**src/shared/clbbc_regs.vh**
```
`ifndef CLBBC_REGS_VH
`define CLBBC_REGS_VH
// Transfer width encodings
`define CLBBC_W_LONG 2'h0
`define CLBBC_W_BYTE 2'h1
`define CLBBC_W_WORD 2'h2
`define CLBBC_W_LINE 2'h3
// Request kinds
`define CLBBC_K_READ 3'h0
`define CLBBC_K_WRITE 3'h1
`define CLBBC_K_LREAD 3'h2
`define CLBBC_K_LWRITE 3'h3
// Request purposes
`define CLBBC_P_NORMAL 2'h0
`define CLBBC_P_MOVE 2'h1
`define CLBBC_P_FILL 2'h2
`define CLBBC_P_PUSH 2'h3
// Beats in one line
`define CLBBC_LINE_BEATS 3'h4
// Data FIFO depth
`define CLBBC_FIFO_DEPTH 16
`endif

```
**src/rtl/clbbc_fifo.v**
```verilog
`timescale 1ns/1ns
`default_nettype none
module clbbc_fifo #(
  parameter WIDTH = 32,
  parameter DEPTH = 16,
  parameter AW = 4
) (
  // Clock and reset
  input wire mclk,
  input wire rst_n,
  // Fill side
  input wire in_valid,
  output wire in_ready,
  input wire [WIDTH-1:0] in_data,
  // Drain side
  output wire out_valid,
  input wire out_ready,
  output wire [WIDTH-1:0] out_data
);
  reg [WIDTH-1:0] mem_q [0:DEPTH-1];
  reg [AW-1:0] wr_q;
  reg [AW-1:0] rd_q;
  reg [AW:0] cnt_q;
  wire push;
  wire pop;
  // Full and empty come straight from the occupancy count
  assign in_ready = (cnt_q != DEPTH);
  assign out_valid = (cnt_q != {(AW+1){1'b0}});
  assign out_data = mem_q[rd_q];
  assign push = in_valid & in_ready;
  assign pop = out_valid & out_ready;
  // Storage write, flip-flops by index
  always @(posedge mclk) begin
    if (push) begin
      mem_q[wr_q] <= in_data;
    end
  end
  // Pointers and count
  always @(posedge mclk) begin
    if (!rst_n) begin
      wr_q <= {AW{1'b0}};
      rd_q <= {AW{1'b0}};
      cnt_q <= {(AW+1){1'b0}};
    end else begin
      if (push) begin
        // Compared, not sliced, so any depth wraps at its own last slot
        wr_q <= (wr_q == DEPTH - 1) ? {AW{1'b0}} : wr_q + 1'b1;
      end
      if (pop) begin
        rd_q <= (rd_q == DEPTH - 1) ? {AW{1'b0}} : rd_q + 1'b1;
      end
      if (push && !pop) begin
        cnt_q <= cnt_q + 1'b1;
      end else if (pop && !push) begin
        cnt_q <= cnt_q - 1'b1;
      end
    end
  end
endmodule // clbbc_fifo
`default_nettype wire

```
**src/rtl/clbbc_lanes.v**
```verilog
`timescale 1ns/1ns
`default_nettype none
module clbbc_lanes (
  // Transfer shape
  input wire [1:0] width,
  input wire [1:0] addr_lo,
  // Byte lanes that carry data, bit 3 is the top lane
  output reg [3:0] lanes
);
  // Lane map follows big-endian byte placement on the bus
  always @* begin
    lanes = 4'h0;
    case (width)
      2'h1: begin
        lanes = 4'h8 >> addr_lo;
      end
      2'h2: begin
        lanes = addr_lo[1] ? 4'h3 : 4'hc;
      end
      default: begin
        lanes = 4'hf;
      end
    endcase
  end
endmodule // clbbc_lanes
`default_nettype wire

```
**src/rtl/clbbc_seq.v**
```verilog
// Notes on behaviour
// First clock of line read drives address, attributes and line width code.
// Memory supplies read data afterwards, first beat at addressed long word.
// Sample ack and refuse inputs each clock; wait until ack, then latch.
// First line-read beat passes data and cache-refuse level to control unit.
// Refused line read finishes as three long-word reads with A3:A2 advanced.
// Memory advances A3:A2 itself during bursts; attributes held steady.
// Burst beats two to four each wait for ack and latch their word.
// Cache-refuse input is ignored on every write cycle.
// Single write: start pulse with address, then only valid lanes driven.
// Memory finds valid lanes from direction, width, A1:A0, uncached flag.
// Single write waits for ack, then releases the bus and ends.
// Single writes serve uncached, write-through, stacking, refused and lone pushes.
// Line transfers serve block move, cache fill and cache push.
// Line write starts with line width code, then all lanes valid.
// Line write samples ack and burst-refuse each clock until ack.
// Refused line write ends as three long-word writes, A3:A2 advanced.
// Burst write beats drive next word with attributes held.
// Indivisible flag stays high through the whole locked sequence.
// Arbiter may withhold grants while indivisible flag is high.
// Locked access is uncached; any push runs first, flag may rise early.
// Locked transfers only for test-and-set and compare-and-swap kinds. The code takes req_locked with any req_kind, line reads included.
// Burst-refuse ignored after the first beat of a line transfer.
// Refused line beats stay one transfer; no arbitration between them.
// Memory wraps its A3:A2 advance inside the aligned line.
// Memory ignores A1:A0 on long-word and line reads.
`timescale 1ns/1ns
`default_nettype none
`include "clbbc_regs.vh"
module clbbc_seq #(
  parameter DW = 32,
  parameter AW = 32
) (
  // Clock and reset
  input wire mclk,
  input wire rst_n,
  // Request from the core
  input wire req_valid,
  output wire req_ready,
  input wire [2:0] req_kind,
  input wire [1:0] req_width,
  input wire [1:0] req_purpose,
  input wire [AW-1:0] req_addr,
  input wire req_cached,
  input wire req_locked,
  input wire req_lock_end,
  // Write data into the burst buffer
  input wire wdata_valid,
  output wire wdata_ready,
  input wire [DW-1:0] wdata,
  // Read data to the access control unit
  output reg ctl_valid,
  output reg [DW-1:0] ctl_data,
  output reg ctl_first,
  output reg ctl_cache_refuse,
  output reg done,
  // Multiplexed bus
  output reg [DW-1:0] bus_out,
  output reg [3:0] bus_oe,
  input wire [DW-1:0] bus_in,
  // Bus control
  output reg transfer_start_n,
  output reg rd_wr,
  output reg [1:0] transfer_width,
  output reg uncached_flag_n,
  output reg indivisible_flag_n,
  output reg bus_hold,
  input wire cycle_ack_n,
  input wire burst_refuse_n,
  input wire cache_refuse_n
);
  localparam S_IDLE = 3'h0;
  localparam S_ADDR = 3'h1;
  localparam S_DATA = 3'h2;
  localparam S_NEXT = 3'h3;
  reg [2:0] state_q;
  reg [2:0] kind_q;
  reg [1:0] width_q;
  reg [AW-1:0] addr_q;
  reg [2:0] beat_q;
  reg refused_q;
  reg lock_q;
  wire [3:0] lanes;
  wire f_valid;
  wire [DW-1:0] f_data;
  wire f_pop;
  wire is_write;
  wire is_line;
  wire ack;
  wire last_beat;

  assign is_write = kind_q[0];
  assign is_line = kind_q[1];
  // An ack seen while the start pulse is still out belongs to no beat
  assign ack = (state_q == S_DATA) && transfer_start_n && !cycle_ack_n;
  assign last_beat = !is_line || (beat_q == `CLBBC_LINE_BEATS - 3'h1);
  // A write waits for its first word, so the bus never starts unfed
  assign req_ready = (state_q == S_IDLE) &&
    (req_kind[0] ? f_valid : 1'b1);
  // Each acked write beat consumes one buffered word
  assign f_pop = ack && is_write;

  // Write data buffer; the core stalls on wdata_ready when it fills
  clbbc_fifo #(.WIDTH(DW), .DEPTH(`CLBBC_FIFO_DEPTH), .AW(4)) u_fifo (
    .mclk(mclk),
    .rst_n(rst_n),
    .in_valid(wdata_valid),
    .in_ready(wdata_ready),
    .in_data(wdata),
    .out_valid(f_valid),
    .out_ready(f_pop),
    .out_data(f_data)
  );

  // Valid byte lanes for single writes
  clbbc_lanes u_lanes (
    .width(width_q),
    .addr_lo(addr_q[1:0]),
    .lanes(lanes)
  );

  // Bus sequencer
  always @(posedge mclk) begin
    if (!rst_n) begin
      state_q <= S_IDLE;
      kind_q <= 3'h0;
      width_q <= 2'h0;
      addr_q <= {AW{1'b0}};
      beat_q <= 3'h0;
      refused_q <= 1'b0;
      lock_q <= 1'b0;
      ctl_valid <= 1'b0;
      ctl_data <= {DW{1'b0}};
      ctl_first <= 1'b0;
      ctl_cache_refuse <= 1'b0;
      done <= 1'b0;
      bus_out <= {DW{1'b0}};
      bus_oe <= 4'h0;
      transfer_start_n <= 1'b1;
      rd_wr <= 1'b1;
      transfer_width <= 2'h0;
      uncached_flag_n <= 1'b1;
      indivisible_flag_n <= 1'b1;
      bus_hold <= 1'b0;
    end else begin
      ctl_valid <= 1'b0;
      ctl_first <= 1'b0;
      done <= 1'b0;
      transfer_start_n <= 1'b1;
      case (state_q)
        S_IDLE: begin
          bus_oe <= 4'h0;
          if (req_valid && req_ready) begin
            kind_q <= req_kind;
            // Line kinds carry the line code on the width pins until a refusal
            width_q <= req_kind[1] ? `CLBBC_W_LINE : req_width;
            addr_q <= req_addr;
            beat_q <= 3'h0;
            refused_q <= 1'b0;
            // Locked access forced uncached; push, if any, precedes it
            uncached_flag_n <= !(req_locked || !req_cached);
            // Flag rises at lock start, may already cover a push
            if (req_locked) begin
              lock_q <= 1'b1;
            end
            // Line transfers for move, fill and push
            bus_hold <= req_kind[1] &&
              (req_purpose != `CLBBC_P_NORMAL);
            state_q <= S_ADDR;
          end
        end
        S_ADDR: begin
          // Address clock: start pulse, address and attributes
          transfer_start_n <= 1'b0;
          rd_wr <= !is_write;
          transfer_width <= (is_line && !refused_q) ? `CLBBC_W_LINE :
            (refused_q ? `CLBBC_W_LONG : width_q);
          bus_out <= addr_q;
          bus_oe <= 4'hf;
          indivisible_flag_n <= !lock_q;
          state_q <= S_DATA;
        end
        S_DATA: begin
          // Data phase; reads release the bus, writes drive lanes
          if (is_write) begin
            bus_out <= f_data;
            bus_oe <= (is_line || refused_q) ? 4'hf : lanes;
          end else begin
            bus_oe <= 4'h0;
          end
          // Wait states until ack; cache refuse only read on line reads
          if (ack) begin
            if (!is_write) begin
              ctl_valid <= 1'b1;
              ctl_data <= bus_in;
              ctl_first <= (beat_q == 3'h0);
              if (beat_q == 3'h0) begin
                ctl_cache_refuse <= is_line && !cache_refuse_n;
              end
            end
            // Refusal seen only with the first beat's ack
            if (is_line && beat_q == 3'h0 && !burst_refuse_n) begin
              refused_q <= 1'b1;
            end
            beat_q <= beat_q + 3'h1;
            if (last_beat) begin
              state_q <= S_IDLE;
              bus_oe <= 4'h0;
              bus_hold <= 1'b0;
              done <= 1'b1;
              if (req_lock_end) begin
                lock_q <= 1'b0;
                indivisible_flag_n <= 1'b1;
              end
            end else if ((beat_q == 3'h0 && !burst_refuse_n) || refused_q) begin
              // Separate long-word cycles, A3:A2 advanced by the device
              addr_q[3:2] <= addr_q[3:2] + 2'h1;
              bus_hold <= 1'b1;
              state_q <= S_NEXT;
            end
          end
        end
        S_NEXT: begin
          // Dead clock between refused beats, bus released
          bus_oe <= 4'h0;
          state_q <= S_ADDR;
        end
        default: begin
          state_q <= S_IDLE;
        end
      endcase
    end
  end
endmodule // clbbc_seq
`default_nettype wire

```
**config.mk**
```make
export PLATFORM = sky130hd
export DESIGN_NAME = clbbc_seq
export DESIGN_NICKNAME = d
export VERILOG_FILES = /design/src/rtl/clbbc_fifo.v /design/src/rtl/clbbc_lanes.v /design/src/rtl/clbbc_seq.v
export VERILOG_INCLUDE_DIRS = /design/src /design/src/shared
export SDC_FILE = /design/constraint.sdc
export NUM_CORES = 1
export LEC_CHECK = 0
export ABC_AREA = 0
export BUFFER_PORTS_ARGS = -buffer_cell sky130_fd_sc_hd__buf_2
export CORE_ASPECT_RATIO = 1.5
export CORE_MARGIN = 4
export CORE_UTILIZATION = 60
export CTS_BUF_LIST = sky130_fd_sc_hd__clkbuf_8 sky130_fd_sc_hd__clkbuf_16
export DETAILED_ROUTE_END_ITERATION = 16
export PLACE_DENSITY = 0.77
export SLEW_MARGIN = 20
export SYNTH_ARGS = -nofsm -noshare
export SYNTH_HDL_FRONTEND = slang
export SYNTH_HIERARCHICAL = 1
export SYNTH_SLANG_ARGS = --single-unit
```
**constraint.sdc**
```tcl
create_clock -name mclk -period 4.5 [get_ports mclk]
set_input_delay 0.45 -clock mclk [delete_from_list [all_inputs] [get_ports mclk]]
set_output_delay 0.45 -clock mclk [all_outputs]
set_load 0.01 [all_outputs]
```
==> implementation parameters <==
Parameter                              Value

Timing
  Slew at the pin with the worst max-slew slack ... 1.11 ns
  Highest Clock Rate ... 340 MHz
  Worst slew margin relative to its limit ... 0.255
  Setup repair after global routing missed its margin ... false
  Period minus WS final ... 2.94 ns
  Final cycle utilization of the critical path ... 0.653
  Number of hold-slack violations in the final timing report ... 0
  Number of pins exceeding their max-slew limit in the final report ... 0
  Clock skew ... 0.0262 ns
  PnR worst setup slack ... 1.56 ns
  Post-Route Setup TNS ... 0 ns
  Number of endpoints failing setup at the final stage ... 0

Critical path
  End point of the critical path ... u_fifo/mem_q[12][31]
  WP data arrival ... 3.19 ns
  Worst Reg-to-Reg Cells ... 5
  Crit path launch ... u_fifo/cnt_q[0]
  Setup slack on the worst flop-to-flop path ... 1.56 ns
  Critical path peak fanout ... 20
  Required @ worst endpoint ... 4.75 ns
  CP Capture Type ... flop
  Reg-to-Reg End ... u_fifo/mem_q[12][31]
  Beginning of the worst register-to-register path ... u_fifo/cnt_q[0]
  Crit path kind ... reg -> reg
  Sort of element at the start of the critical path ... flop

Drt
  Post-detailed-route DRC marker count ... 0
  Highest layer used for signal routing ... met5
  Average via count per standard cell ... 6.17
  Met1 layer wirelength in the final routing ... 20900 um
  Met2 wirelength from detailed routing ... 30000 um
  Detailed router's first-iteration violation count ... 1354
  First-pass iteration count of the detailed router ... 6
  Final antenna-violating net count ... 0
  Total Wirelength ... 57500 um
  Routed via count ... 14.2k
  Wirelength per Cell ... 25.0 um
  Met3 wirelength from detailed routing ... 4820 um

Floorplan
  Site row count ... 91
  Area of the core ... 41200 um^2
  Effective utilization at floorplan ... 0.608
  Die area ... 45100 um^2
  Die Height ... 258 um
  Width of the die ... 175 um
  Top-level port count ... 194

GRT
  First-pass GRT wire length ... 86900 um
  Pin count of the biggest net entering global routing ... 69
  Total overflow reported by the global router ... 0
  Overall track demand over capacity in global routing ... 0.255
  Via count of the first global-routing pass ... 14.6k
  Antenna violations before repair ... 7

Clock tree
  Skew-Pair Late Insertion Delay ... 0.59 ns
  TritonCTS Buffers ... 55
  Clock-pin slew on the worst setup and hold paths ... 0.07 ns
  CTS sink cnt ... 651
  CTS root buffer ... sky130_fd_sc_hd__clkbuf_16
  Number of buffers inserted for hold repair after clock tree synthesis ... 0
  Number of levels the H-tree was split into ... 2
  Post-cts gate resize count ... 0
  Maximum buffer depth of the clock tree ... 3
  CTS tree ... built
  Setup Buffers After CTS ... 0

Pwr
  Cell area power density ... 467 nW/um^2
  Peak VDD IR ... 406 uV
  Leakage power summed over all cells ... 0.00951 uW

Job
  Reported max-cap violation count ... 0

Synthesis
  Register area share after synthesis ... 0.725
  Top FF cell, synth ... sky130_fd_sc_hd__edfxtp_1
  Post-synth top area cell ... sky130_fd_sc_hd__edfxtp_1
  Synth warnings ... 6
  Count of flip-flops with a built-in enable after synthesis ... 512
  Post-Synth Adder-Cell Area ... 0.00979
  Multiplexer fraction of the synthesized cell area ... 0.131
  Per-instance average area after synthesis ... 16.7 um^2
  Portion of synthesized cell area occupied by the leading cell type ... 0.614
  Number of synthesized register bits ... 651
  Syn_nets ... 1631
  Area share of xor/xnor cells in the synthesized design ... 0.00140
  Mapped cell area ... 25000 um^2
  Share of the synthesized area in compound gates (AO/OA/AOI/OAI) ... 0.0596
  Most area-consuming cells after synthesis ... sky130_fd_sc_hd__edfxtp_1 61%, sky130_fd_sc_hd__mux4_2 12%, sky130_fd_sc_hd__dfxtp_1 11%
  Proportion of synthesized flip-flops having asynchronous set or reset ... 0
  Syn Inst Count ... 1499
  Combinational family with the most area after synthesis ... multiplexers
  Unique masters post-synth ... 56
  Simple-gate area share of the yosys netlist ... 0.0558

Layout
  Final net count ... 1822
  Area growth from synthesis to layout ... 13.9%
  Count of filler cells inserted in the layout ... 2620
  Count of non-filler cells in the finished layout ... 2299
  Fraction of final layout cells with drive strength greater than 1 ... 0.271
  Area of all placed cells without fillers ... 28500 um^2

Placed design
  Worst slack, placed ... 1.58 ns
  Placed Instances ... 2191
  Weighted congestion at the end of routability-driven global placement ... 0.920
  HPWL after detailed placement ... 33300 um
  Number of buffers inserted by port buffering ... 192
  Placed Instance Area ... 26800 um^2

Worst hold path
  Path category of the worst min-delay check ... in -> reg

Status
  Status ... finished, final reports clean
## final cells by class
class	instances	area (um^2)	share of cell area
tap	558	698	0.0245
clock inverter	40	245	0.00859
antenna	6	15.0	0.000526
multi-input combinational	742	6610	0.232
timing repair buffer	224	1260	0.0441
clock buffer	62	1480	0.0520
inverter	16	61.3	0.00215
sequential	651	18200	0.637
## cell usage after synthesis, types with 2 or more instances
library cell,n
sky130_fd_sc_hd__buf_1,6
sky130_fd_sc_hd__nor3_1,14
sky130_fd_sc_hd__inv_1,15
sky130_fd_sc_hd__nand3b_1,6
sky130_fd_sc_hd__nand4_1,2
sky130_fd_sc_hd__a221o_1,2
sky130_fd_sc_hd__nor2_1,64
sky130_fd_sc_hd__buf_2,22
sky130_fd_sc_hd__or3_1,4
sky130_fd_sc_hd__o21ai_0,15
sky130_fd_sc_hd__edfxtp_1,512
sky130_fd_sc_hd__buf_4,3
sky130_fd_sc_hd__dfxtp_1,139
sky130_fd_sc_hd__and2_1,8
sky130_fd_sc_hd__a21oi_1,84
sky130_fd_sc_hd__nor2b_1,13
sky130_fd_sc_hd__o2111ai_1,2
sky130_fd_sc_hd__nand2b_1,8
sky130_fd_sc_hd__a22oi_1,65
sky130_fd_sc_hd__xnor2_1,4
sky130_fd_sc_hd__mux2i_1,40
sky130_fd_sc_hd__a31oi_1,4
sky130_fd_sc_hd__ha_1,18
sky130_fd_sc_hd__mux4_2,128
sky130_fd_sc_hd__o21bai_1,2
sky130_fd_sc_hd__nand3_1,9
sky130_fd_sc_hd__a211oi_1,33
sky130_fd_sc_hd__nand2_1,189
sky130_fd_sc_hd__o211ai_1,2
sky130_fd_sc_hd__a21o_1,3
sky130_fd_sc_hd__clkbuf_1,58
## critical path, cell delays in order (launching register included)
cell                       delay, ns
sky130_fd_sc_hd__dfxtp_1        0.44
sky130_fd_sc_hd__nor4_1         0.14
sky130_fd_sc_hd__a21boi_2       0.42
sky130_fd_sc_hd__nand2_1        0.34
sky130_fd_sc_hd__nor2_4         0.83
sky130_fd_sc_hd__buf_4          0.43
## cells in the final DEF, fill, tap and decap left out, types with 6 or more instances in the layout
cell | netlist | routed
sky130_fd_sc_hd__clkinv_2 | 0 | 15
sky130_fd_sc_hd__diode_2 | 0 | 6
sky130_fd_sc_hd__clkinv_1 | 0 | 7
sky130_fd_sc_hd__ha_1 | 18 | 17
sky130_fd_sc_hd__nand3b_1 | 6 | 6
sky130_fd_sc_hd__nor3_1 | 14 | 10
sky130_fd_sc_hd__nand2b_1 | 8 | 8
sky130_fd_sc_hd__mux2i_1 | 40 | 40
sky130_fd_sc_hd__dfxtp_1 | 139 | 137
sky130_fd_sc_hd__clkbuf_8 | 0 | 6
sky130_fd_sc_hd__and2_1 | 8 | 8
sky130_fd_sc_hd__nor2_1 | 64 | 49
sky130_fd_sc_hd__nor2b_1 | 13 | 11
sky130_fd_sc_hd__edfxtp_1 | 512 | 512
sky130_fd_sc_hd__buf_2 | 22 | 192
sky130_fd_sc_hd__inv_1 | 15 | 25
sky130_fd_sc_hd__a21oi_1 | 84 | 84
sky130_fd_sc_hd__nand3_1 | 9 | 9
sky130_fd_sc_hd__clkbuf_16 | 0 | 56
sky130_fd_sc_hd__a211oi_1 | 33 | 33
sky130_fd_sc_hd__mux4_2 | 128 | 128
sky130_fd_sc_hd__o21ai_0 | 15 | 15
sky130_fd_sc_hd__nand2_1 | 189 | 188
sky130_fd_sc_hd__buf_4 | 3 | 28
sky130_fd_sc_hd__nor2_4 | 0 | 15
sky130_fd_sc_hd__a22oi_1 | 65 | 65
## registers in the layout (all words and copies together), names as in the netlist, 2 cells and up, named ones only
| signal | flops |
|---|---|
| width_q | 2 |
| state_q | 2 |
| kind_q | 2 |
| ctl_data | 32 |
| bus_out | 32 |
| bus_oe | 4 |
| addr_q | 32 |
| transfer_width | 2 |
| u_fifo/rd_q | 4 |
| u_fifo/cnt_q | 5 |
| u_fifo/mem_q | 512 |
| beat_q | 3 |
| u_fifo/wr_q | 4 |
## routing by layer
layer	vias to the layer above	track usage
met5	-	0
met3	129	0.0463
met1	7117	0.320
li1	6224	-
met4	2	0.0937
met2	702	0.446
## kinds of logic after synthesis
group,Yosys count
xor+xnor,4
flops,651
simple gates,325
fa+ha+maj,19
compound gates,226
buf+inv,106
mux,168
## how the worst min path moves through the flow
stage | from | to | slack (ns) | depth (start not counted)
floorplan | addr_q[10] | addr_q[10] | 0.44 | 2
global placement | ctl_data[15] | ctl_data[15] | 0.44 | 2
detailed placement | ctl_data[19] | ctl_data[19] | 0.44 | 2
CTS | bus_in[8] | ctl_data[8] | 0.07 | 3
global route | bus_in[4] | ctl_data[4] | 0.09 | 3
finish | bus_in[8] | ctl_data[8] | 0.1 | 3
## report_power, final
group / internal, uW / total, uW / leakage, uW / switching (uW)
Combinational: 633 / 1740 / 0.00285 / 1110
Sequential: 6840 / 7040 / 0.00576 / 200
Clock: 2480 / 4530 / 0.000903 / 2060
## stage by stage
stage	hold slack (ns)	total power, uW	util
after global routing	0.0891	13900	0.692
final	0.0962	13300	0.692
after detailed placement	0.444	8900	0.650
after CTS	0.0709	13400	0.692
after global placement	0.439	8820	0.649
after floorplan	0.436	8210	-
Note: power is estimated with default switching activity, not from simulation.
